`config.mk`:
```
export PLATFORM = sky130hd
export DESIGN_NAME = sdfmon_top
export DESIGN_NICKNAME = d
export VERILOG_FILES = /design/src/include/sdfmon_pkg.sv /design/src/rtl/sdfmon_top.sv
export SDC_FILE = /design/constraint.sdc
export NUM_CORES = 1
export LEC_CHECK = 0
export ABC_AREA = 1
export BUFFER_PORTS_ARGS = -buffer_cell sky130_fd_sc_hd__buf_4
export CAP_MARGIN = 10
export CORE_UTILIZATION = 55
export CTS_BUF_LIST = sky130_fd_sc_hd__clkbuf_8
export DETAILED_ROUTE_END_ITERATION = 16
export MAX_ROUTING_LAYER = met4
export PLACE_DENSITY = 0.73
export SLEW_MARGIN = 10
export SYNTH_ARGS = -nofsm -noshare
export SYNTH_HDL_FRONTEND = slang
export SYNTH_SLANG_ARGS = --single-unit
```
`constraint.sdc`:
```
create_clock -name CORE_CLK -period 9 [get_ports CORE_CLK]
set_input_delay 0.45 -clock CORE_CLK [delete_from_list [all_inputs] [get_ports CORE_CLK]]
set_output_delay 0.45 -clock CORE_CLK [all_outputs]
set_load 0.02 [all_outputs]
```
`src/include/sdfmon_pkg.sv`:
```
// Package for the sigma-delta comparator monitor
package sdfmon_pkg;
    localparam int          DATA_W        = 16;
    localparam int          CLKFAIL_CYC   = 256;
    localparam logic [8:0]  CLKFAIL_LAST  = 9'(CLKFAIL_CYC - 1);
    localparam logic [1:0]  ORD_SINC1     = 2'h0;
    localparam logic [1:0]  ORD_SINC2     = 2'h1;
    localparam logic [1:0]  ORD_SINC3     = 2'h2;
    localparam logic [7:0]  OSR_RST       = 8'h00;
    localparam logic [DATA_W-1:0] THR_MIN = 16'h0000;
    localparam logic [DATA_W-1:0] THR_MAX = 16'hFFFF;
    localparam int          FLAG_HI       = 0;
    localparam int          FLAG_LO       = 1;
    localparam int          FLAG_ZC       = 2;
    localparam int          FLAG_CF       = 3;
    localparam int          NFLAG         = 4;

    typedef struct packed {
        logic [DATA_W-1:0] high;
        logic [DATA_W-1:0] low;
        logic [DATA_W-1:0] zero;
    } sdfmon_thr_t;

    typedef struct packed {
        logic [1:0] order;
        logic [7:0] osr;
    } sdfmon_cfg_t;
endpackage

```
`src/rtl/sdfmon_top.sv`:
```
// Sigma-delta comparator filter, thresholds and modulator clock monitor
// Operation
// - The bitstream goes through a sinc comparator filter compared to high, low and zero thresholds.
// - A result above the high or below the low limit raises the interrupt.
// - No modulator clock edge for 256 system clocks flags clock fail and interrupts.
// - High threshold at minimum with low at maximum forces the interrupt.
// - The primary filter produces a result word software can check.
`timescale 1ns/1ps
module sdfmon_top
    import sdfmon_pkg::*;
(
    // Clock and reset
    input  wire logic                 CORE_CLK,
    input  wire logic                 SYS_RST,
    // Modulator link
    input  wire logic                 MOD_CLK,
    input  wire logic                 MOD_DATA,
    // Configuration
    input  wire sdfmon_pkg::sdfmon_cfg_t CMP_CFG,
    input  wire sdfmon_pkg::sdfmon_cfg_t PRI_CFG,
    input  wire sdfmon_pkg::sdfmon_thr_t THR,
    input  wire logic [sdfmon_pkg::NFLAG-1:0] FLAG_EN,
    input  wire logic [sdfmon_pkg::NFLAG-1:0] FLAG_CLR,
    // Status
    output logic [sdfmon_pkg::NFLAG-1:0] FLAG,
    output logic [sdfmon_pkg::DATA_W-1:0] CMP_DATA,
    output logic [sdfmon_pkg::DATA_W-1:0] PRI_DATA,
    output logic                      PRI_VALID,
    output logic                      IRQ
);
    import sdfmon_pkg::*;

    typedef struct packed {
        logic [31:0] i1, i2, i3;
        logic [31:0] d1, d2, d3;
        logic [7:0]  cnt;
    } sdfmon_sinc_t;

    // Integrate one sample, decimate per osr
    function automatic sdfmon_sinc_t sinc_step(input sdfmon_sinc_t s,
                                                input logic bit_in,
                                                input sdfmon_cfg_t c,
                                                output logic done,
                                                output logic [31:0] res);
        sdfmon_sinc_t n;
        logic [31:0]  x, v, c1, c2, c3;
        n = s;
        x = bit_in ? 32'h00000001 : 32'h00000000;
        n.i1 = s.i1 + x;
        n.i2 = s.i2 + n.i1;
        n.i3 = s.i3 + n.i2;
        done = (s.cnt == c.osr);
        res = 32'h00000000;
        v = 32'h00000000;
        c1 = 32'h00000000;
        c2 = 32'h00000000;
        c3 = 32'h00000000;
        if (done) begin
            n.cnt = 8'h00;
            // Integrator tap per order, then one comb stage per order
            unique case (c.order)
                ORD_SINC1: v = n.i1;
                ORD_SINC2: v = n.i2;
                default:   v = n.i3;
            endcase
            c1 = v - s.d1;
            c2 = c1 - s.d2;
            c3 = c2 - s.d3;
            n.d1 = v;
            n.d2 = c1;
            n.d3 = c2;
            unique case (c.order)
                ORD_SINC1: res = c1;
                ORD_SINC2: res = c2;
                default:   res = c3;
            endcase
        end else begin
            n.cnt = s.cnt + 8'h01;
        end
        return n;
    endfunction

    // Link synchronisers
    logic [1:0] mclk_sync_r, mclk_sync_nxt;
    logic [1:0] mdat_sync_r, mdat_sync_nxt;
    logic       mclk_prev_r, mclk_prev_nxt;
    logic       mod_edge;

    always_comb begin
        mclk_sync_nxt = {mclk_sync_r[0], MOD_CLK};
        mdat_sync_nxt = {mdat_sync_r[0], MOD_DATA};
        mclk_prev_nxt = mclk_sync_r[1];
    end

    always_ff @(posedge CORE_CLK) begin
        if (SYS_RST) begin
            mclk_sync_r <= 2'h0;
            mdat_sync_r <= 2'h0;
            mclk_prev_r <= 1'b0;
        end else begin
            mclk_sync_r <= mclk_sync_nxt;
            mdat_sync_r <= mdat_sync_nxt;
            mclk_prev_r <= mclk_prev_nxt;
        end
    end

    assign mod_edge = mclk_sync_r[1] & ~mclk_prev_r;

    // Filters
    sdfmon_sinc_t cmp_r, cmp_nxt, pri_r, pri_nxt;
    logic [DATA_W-1:0] cmp_data_r, cmp_data_nxt, pri_data_r, pri_data_nxt;
    logic [DATA_W-1:0] cmp_prev_r, cmp_prev_nxt;
    logic pri_valid_r, pri_valid_nxt, cmp_new_r, cmp_new_nxt;
    logic cmp_done, pri_done;
    logic [31:0] cmp_res, pri_res;
    sdfmon_sinc_t cmp_tmp, pri_tmp;

    always_comb begin
        cmp_tmp = sinc_step(cmp_r, mdat_sync_r[1], CMP_CFG, cmp_done, cmp_res);
        pri_tmp = sinc_step(pri_r, mdat_sync_r[1], PRI_CFG, pri_done, pri_res);
        cmp_nxt = cmp_r;
        pri_nxt = pri_r;
        cmp_data_nxt = cmp_data_r;
        cmp_prev_nxt = cmp_prev_r;
        pri_data_nxt = pri_data_r;
        pri_valid_nxt = 1'b0;
        cmp_new_nxt = 1'b0;
        if (mod_edge) begin
            cmp_nxt = cmp_tmp;
            pri_nxt = pri_tmp;
            if (cmp_done) begin
                cmp_prev_nxt = cmp_data_r;
                cmp_data_nxt = cmp_res[DATA_W-1:0];
                cmp_new_nxt = 1'b1;
            end
            if (pri_done) begin
                pri_data_nxt = pri_res[DATA_W-1:0];
                pri_valid_nxt = 1'b1;
            end
        end
    end

    always_ff @(posedge CORE_CLK) begin
        if (SYS_RST) begin
            cmp_r <= '0;
            pri_r <= '0;
            cmp_data_r <= THR_MIN;
            cmp_prev_r <= THR_MIN;
            pri_data_r <= THR_MIN;
            pri_valid_r <= 1'b0;
            cmp_new_r <= 1'b0;
        end else begin
            cmp_r <= cmp_nxt;
            pri_r <= pri_nxt;
            cmp_data_r <= cmp_data_nxt;
            cmp_prev_r <= cmp_prev_nxt;
            pri_data_r <= pri_data_nxt;
            pri_valid_r <= pri_valid_nxt;
            cmp_new_r <= cmp_new_nxt;
        end
    end

    // Clock-fail counter and sticky flags
    logic [8:0]       miss_r, miss_nxt;
    logic [NFLAG-1:0] flag_r, flag_nxt, ev;
    logic             force_irq, irq_r, irq_nxt;
    logic             zc;

    always_comb begin
        force_irq = (THR.high == THR_MIN) && (THR.low == THR_MAX);
        zc = ((cmp_prev_r < THR.zero) != (cmp_data_r < THR.zero));
        miss_nxt = miss_r;
        if (mod_edge) begin
            miss_nxt = 9'h000;
        end else if (miss_r != CLKFAIL_LAST + 9'h001) begin
            miss_nxt = miss_r + 9'h001;
        end
        ev = '0;
        ev[FLAG_HI] = cmp_new_r && (cmp_data_r > THR.high);
        ev[FLAG_LO] = cmp_new_r && (cmp_data_r < THR.low);
        ev[FLAG_ZC] = cmp_new_r && zc;
        ev[FLAG_CF] = (miss_r == CLKFAIL_LAST) && !mod_edge;
        flag_nxt = (flag_r & ~FLAG_CLR) | ev;
        irq_nxt = |(flag_nxt & FLAG_EN) || force_irq;
    end

    always_ff @(posedge CORE_CLK) begin
        if (SYS_RST) begin
            miss_r <= 9'h000;
            flag_r <= '0;
            irq_r <= 1'b0;
        end else begin
            miss_r <= miss_nxt;
            flag_r <= flag_nxt;
            irq_r <= irq_nxt;
        end
    end

    assign FLAG = flag_r;
    assign CMP_DATA = cmp_data_r;
    assign PRI_DATA = pri_data_r;
    assign PRI_VALID = pri_valid_r;
    assign IRQ = irq_r;

    // Checks
    a_clkfail_count: assert property (@(posedge CORE_CLK) disable iff (SYS_RST)
        (miss_r == CLKFAIL_LAST) && !mod_edge |=> flag_r[FLAG_CF])
        else $error("clock fail flag missing");
    a_force_irq: assert property (@(posedge CORE_CLK) disable iff (SYS_RST)
        force_irq |=> IRQ)
        else $error("forced interrupt missing");
    a_high_flag: assert property (@(posedge CORE_CLK) disable iff (SYS_RST)
        cmp_new_r && (cmp_data_r > THR.high) |=> flag_r[FLAG_HI])
        else $error("high flag missing");
    a_low_irq: assert property (@(posedge CORE_CLK) disable iff (SYS_RST)
        cmp_new_r && (cmp_data_r < THR.low) && FLAG_EN[FLAG_LO]
        |=> IRQ)
        else $error("low limit interrupt missing");
    a_flag_sticky: assert property (@(posedge CORE_CLK) disable iff (SYS_RST)
        flag_r[FLAG_HI] && !FLAG_CLR[FLAG_HI] |=> flag_r[FLAG_HI])
        else $error("flag lost without clear");
    a_irq_follow: assert property (@(posedge CORE_CLK) disable iff (SYS_RST)
        IRQ |-> ($past(force_irq) || |(flag_r & $past(FLAG_EN))))
        else $error("interrupt without cause");
    a_pri_valid: assert property (@(posedge CORE_CLK) disable iff (SYS_RST)
        PRI_VALID |-> $past(mod_edge))
        else $error("primary result without edge");
    a_miss_reset: assert property (@(posedge CORE_CLK) disable iff (SYS_RST)
        mod_edge |=> miss_r == 9'h000)
        else $error("miss counter not cleared");
    c_clkfail: cover property (@(posedge CORE_CLK) flag_r[FLAG_CF]);
    c_zero: cover property (@(posedge CORE_CLK) flag_r[FLAG_ZC]);
    c_pri: cover property (@(posedge CORE_CLK) PRI_VALID);
endmodule // sdfmon_top

```
# Word level (Yosys, flattened, before mapping)
# Index checks and enable logic that the tools add are counted.
# totals
ff_bits	373
in_bits	80
output_inout_bits	38
word_cells	85
# op_classes
add_sub_neg	15
magnitude_cmp	4
n_eq_ne	8
mux	11
bitwise_logic	7
reduce_logical	15
# ops
op	n
adder 32 bit	4
case mux 16 bit (2 select lines)	4
subtractor 16 bit	6
adder 32 x 1 -> 32 bit	2
less-than comparator 16 bit	3
two-way mux 16 bit	2
adder 8 x 1 -> 8 bit, second input constant	2
== test 16 bit, second input constant	1
== test 8 bit	2
> comparator 16 bit	1
logical NOT 16 bit	1
two-way mux 8 bit	2
adder 9 x 1 -> 9 bit, second input constant	1
== test 9 x 8 -> 1 bit, second input constant	1
!= test 9 bit, second input constant	1
bitwise AND 4 bit	2
logical AND 1 bit	5
== test 2 x 1 -> 1 bit, second input constant	2
logical NOT 2 bit	2
inverter 4 bit	1
bitwise OR 4 bit	1
AND reduction 2 bit	2
OR reduction 2 bit	2
OR reduction 4 bit	1
other kinds (6)	9

# Logic depth before layout (Yosys ltp)
# depth
word_depth	10
mapped_depth	51
depth_no_buf	51

# Worst setup path after synthesis
# No wires, ideal clock.
# synth_timing
path_kind	register to register
startpoint	reg mdat_sync_r[1]
endpoint	reg pri_data_r[15], in the netlist PRI_DATA[15]
setup_time_ps	111
t_arrival_ps	6537
required_ps	8889
path_slack_ps	2352
path_stages_with_launch	44
period_less_slack_ps	6648
cell_sequence	dfxtp_1 -> ha_1 -> ha_1 -> nand2_1 -> nor2_1 -> xor2_1 -> inv_1 -> ha_1 -> a21oi_1 -> nand2_1 -> xor2_1 -> inv_1 -> ha_1 -> inv_1 -> o21bai_1 -> a21boi_0 -> o21ai_0 -> a21oi_1 -> [8 not listed] -> nor3_1 -> a21o_1 -> a31oi_1 -> or2_2 -> nand2_1 -> inv_1 -> ha_1 -> xor2_1 -> ha_1 -> inv_1 -> nor4_1 -> a21oi_1 -> a21oi_1 -> nor2_1 -> nand3_1 -> nand2_1 -> nor2_1 -> nor2_1
# synth_lines
element	line_no	rtl
start: declaration	sdfmon_top.sv:85	logic [1:0] mdat_sync_r, mdat_sync_nxt;
start signal: assignment	sdfmon_top.sv:102	mdat_sync_r <= mdat_sync_nxt;
end signal: assignment	sdfmon_top.sv:157	pri_data_r <= pri_data_nxt;
end: declaration	sdfmon_top.sv:111	logic [DATA_W-1:0] cmp_data_r, cmp_data_nxt, pri_data_r, pri_data_nxt;

==> impl_summary.md <==
Pwr
The leakage power summed over all cells is 0.0101 uW. The worst vdd rail ir drop is 0.129 mV. The total power is 3430 uW. The power density of the placed cells is 161 mW/mm^2.

Logic synthesis
The share of the Yosys chip area taken by registers is 0.292. The most used flip-flop cell after synthesis is sky130_fd_sc_hd__dfxtp_1. The number of enable flip-flop cells after synthesis is 0. The mean instance size in the synthesized netlist is 7.28 um^2.

Ranked by instance count, the synthesized netlist is headed by 473 x sky130_fd_sc_hd__nand2_1, 409 x sky130_fd_sc_hd__inv_1, 277 x sky130_fd_sc_hd__dfxtp_1. The register bit total from synthesis is 277. The number of warning messages in the yosys log is 0. The synthesized instance count is 2605. The most area-hungry cell type in the Yosys netlist is sky130_fd_sc_hd__dfxtp_1.

Sorting the synthesized cells by area gives the leading types as sky130_fd_sc_hd__dfxtp_1 29%, sky130_fd_sc_hd__ha_1 15%, sky130_fd_sc_hd__nand2_1 9.4%. The net count after synthesis is 2924. The post-synthesis async set-or-reset flop share is 0. The area share of the leading cell type in the synthesized netlist is 0.292. Synthesis instantiated just under 60 different standard cells from the library. The cell area after synthesis is 0.0190 mm^2. The most frequent cell after synthesis is sky130_fd_sc_hd__nand2_1.

STA
Setup repair after global routing left no endpoint under its margin. The final hold violation count is 0. The max-slew violation count is 0.

The final worst clock skew is 0.0214 ns. The tightest hold path in the finished design has a slack of between 0.06 and 0.07 ns. The final critical-path required period is 7.59 ns. The actual transition at the worst max-transition pin is 0.947 ns. The final critical-path share of the clock period is 0.843. Once routing completed, OpenROAD measured the worst setup slack at 1.41 ns. Timing would allow up to 0.132 GHz. The setup TNS is 0 ns. Setup violations remaining at the end of the flow were counted as 0. The normalized max-slew margin is 0.369.

Critical path
The required time of the critical path is 9.55 ns. The worst register-to-register path has a setup slack of between 1 and 1.5 ns. The origin of the critical flop-to-flop path is mdat_sync_r[1]$_SDFF_PP0_.

STA puts the critical path data arrival time at 8.14 ns. The critical path contains buffers and inverters numbering 5 combined. Along the worst path, the maximum fanout reaches 5. The library cell appearing most often on the critical path is sky130_fd_sc_hd__a21oi_1. In this run the critical register-to-register path is captured at PRI_DATA[14]$_SDFFE_PP0P_. The longest individual stage delay on the worst path is 0.39 ns. The endpoint class of the critical path is a register. The slowest stage of the critical path belongs to the cell sky130_fd_sc_hd__xnor2_1. The type of the worst setup path is register to register. The kind of start point of the critical path is a register. The cell depth of the worst flop-to-flop path is 42. In this design, the largest share of critical-path delay is due to compound AO/OA/AOI/OAI gates.

Global route
The final global-route overflow total is 0. The global-route wire length before repair is 82.2 mm. The initial antenna violation count is 0.

The largest net degree at the start of global routing is 82. The global router's overall resource usage is 0.288. The via count of the first global-routing pass is about 18000.

Drt
Dividing the detail-routed via count by the number of cells gives 5.52. The number of DRC markers after the initial detailed-route iteration is 994. In the routed design, unresolved DRC markers number 0.

The first-pass iteration count of the detailed router is 5. Summed over all layers, the routed wires come to slightly below 50 mm. The via count is 17714.

Dividing the detail-routed wire length by the instance count gives 15.4 um. The post-detailed-route count of antenna-violating nets is 0.

Floorplan
The effective utilization at floorplan is 0.563. The floorplan step set the die width to 188 um. For this design the top-level I/O count stands at 118. The die is 188 um tall. The die covers about 0.035 mm^2.

The core footprint is 0.0337 mm^2. The count of standard-cell rows is 67.

CTS
The total clock buffers created by CTS is 52. The deepest clock path buffer count is 3. In this run, post-CTS repair resized a total of 0 instances. The CTS clock-pin slew for the worst setup and hold paths is 0.06 ns. The CTS sink count is 277. CTS built an H-tree with a depth of 2. Clock latency on the worst-skew pair, taken at its later pin, is 0.63 ns. The clock tree from TritonCTS is yes. Once the clock tree was built, the setup fixing pass inserted 0 buffers. The root buffer cell chosen for the clock tree is sky130_fd_sc_hd__clkbuf_8.

Worst hold path
The worst hold path begins at MOD_DATA. The path with the worst hold slack has its endpoint at mdat_sync_r[0]$_SDFF_PP0_. The number of instances on the worst hold path is 3.

The type of the tightest min-delay check is input port to register.

Placed design
The detailed placement HPWL is 36.1 mm. Routability-driven placement finished with a final weighted congestion of 0.902. The number of buffers inserted by port buffering is 117.

The post-placement worst setup slack is between 1.5 and 2 ns.

Finish
The area growth from synthesis to layout is 12.4%. The ratio of cells with drive above 1 in the final layout is 0.0986. The diode insertion count for antenna repair is 0.

The post-layout net count is 3042.

Run status
The run finished with clean final reports.

Run
Max-cap violations in this run came to 0.
==> sequential cells by signal, indices dropped and copies added (netlist names) <==
register,flops
cmp_prev_r,16
mclk_sync_r,2
pri_r,104
miss_r,9
PRI_VALID,1
mclk_prev_r,1
mdat_sync_r,2
IRQ,1
cmp_r,104
PRI_DATA,16
FLAG,4
cmp_new_r,1
CMP_DATA,16
==> logic make-up after synthesis <==
kind of cell | after synthesis | share of synthesized area
simple gates | 799 | 0.181
compound gates | 687 | 0.212
xor+xnor | 122 | 0.0563
buf+inv | 481 | 0.0962
flops | 277 | 0.292
fa+ha+maj | 239 | 0.162
==> power breakdown <==
| group | internal [uW] | switching (uW) | total [uW] |
|---|---|---|---|
| registers | 1230 | 2.25 | 1230 |
| clock network | 702 | 565 | 1270 |
| logic | 343 | 590 | 933 |
==> cells in the final DEF, fill, tap and decap left out, types with 7 or more instances in the layout <==
| master | count |
|---|---|
| sky130_fd_sc_hd__o21ai_0 | 214 |
| sky130_fd_sc_hd__or2_2 | 19 |
| sky130_fd_sc_hd__a22o_1 | 46 |
| sky130_fd_sc_hd__o21bai_1 | 16 |
| sky130_fd_sc_hd__inv_1 | 426 |
| sky130_fd_sc_hd__o31ai_1 | 7 |
| sky130_fd_sc_hd__o22ai_1 | 66 |
| sky130_fd_sc_hd__xor2_1 | 97 |
| sky130_fd_sc_hd__o21a_1 | 8 |
| sky130_fd_sc_hd__ha_1 | 229 |
| sky130_fd_sc_hd__a21o_1 | 8 |
| sky130_fd_sc_hd__clkbuf_8 | 65 |
| sky130_fd_sc_hd__xnor2_1 | 25 |
| sky130_fd_sc_hd__nor2_1 | 125 |
| sky130_fd_sc_hd__nor4_1 | 9 |
| sky130_fd_sc_hd__buf_4 | 128 |
| sky130_fd_sc_hd__a31oi_1 | 12 |
| sky130_fd_sc_hd__dfxtp_1 | 277 |
| sky130_fd_sc_hd__nand3_2 | 7 |
| sky130_fd_sc_hd__nand3_1 | 69 |
| sky130_fd_sc_hd__a21oi_1 | 226 |
| sky130_fd_sc_hd__nor3_1 | 27 |
| sky130_fd_sc_hd__nand4_1 | 24 |
| sky130_fd_sc_hd__nand2_1 | 473 |
| sky130_fd_sc_hd__fa_1 | 10 |
| sky130_fd_sc_hd__o211ai_1 | 11 |
| sky130_fd_sc_hd__nand2_2 | 24 |
| sky130_fd_sc_hd__o21ai_1 | 16 |
| sky130_fd_sc_hd__a221oi_1 | 10 |
==> worst reg2reg max path, delay by kind of cell, from the launching register on <==
| family | cells | cell delay (ns) |
|---|---|---|
| adder cells (fa/ha/maj) | 7 | 2.16 |
| buffers and inverters | 5 | 0.40 |
| AND/OR/NAND/NOR | 10 | 0.89 |
| XOR/XNOR | 5 | 1.37 |
| flip-flops | 1 | 0.36 |
| AO/OA/AOI/OAI | 15 | 2.32 |
==> per-stage QoR <==
step / util / cells / instance area (um^2)
2_1_floorplan: - / 2605 / 19000
3_3_place_gp: 0.601 / 3116 / 20300
3_5_place_dp: 0.601 / 3116 / 20300
4_1_cts: 0.633 / 3207 / 21300
5_1_grt: 0.633 / 3207 / 21300
6_report: 0.633 / 3207 / 21300
==> layout make-up <==
type / count / area (um^2)
multi-input combinational: 1847 / 11600
clock buffer: 65 / 895
sequential: 277 / 5550
inverter: 416 / 1560
fill: 3024 / 12400
timing repair buffer: 129 / 971
tap: 448 / 561
clock inverter: 25 / 160
==> layer usage <==
metal  vias to the layer above  routed length, um  global-route usage
met2                       396              24400               0.510
met4                         0               1430              0.0997
li1                       8991                  -                   -
met3                       111               2350              0.0442
met1                      8216              21400               0.330
met5                         -                  0                   -
==> timing repair <==
action                                  CTS  global route
hold buffers                              1             0
endpoints found under the hold margin     1             0
endpoints found under the setup margin    0             0
==> worst max path at each step <==
stage	from	end	slack [ns]	depth (start not counted)
after global routing	mdat_sync_r[1]$_SDFF_PP0_	PRI_DATA[15]$_SDFFE_PP0P_	0.69	44
after CTS	mdat_sync_r[1]$_SDFF_PP0_	PRI_DATA[14]$_SDFFE_PP0P_	1.49	38
after global placement	mdat_sync_r[1]$_SDFF_PP0_	PRI_DATA[14]$_SDFFE_PP0P_	1.71	38
after floorplan	mdat_sync_r[1]$_SDFF_PP0_	PRI_DATA[15]$_SDFFE_PP0P_	2.35	43
final	mdat_sync_r[1]$_SDFF_PP0_	PRI_DATA[14]$_SDFFE_PP0P_	1.41	42
after detailed placement	mdat_sync_r[1]$_SDFF_PP0_	PRI_DATA[14]$_SDFFE_PP0P_	1.55	42
No activity file was read; power rests on OpenSTA's default activity.
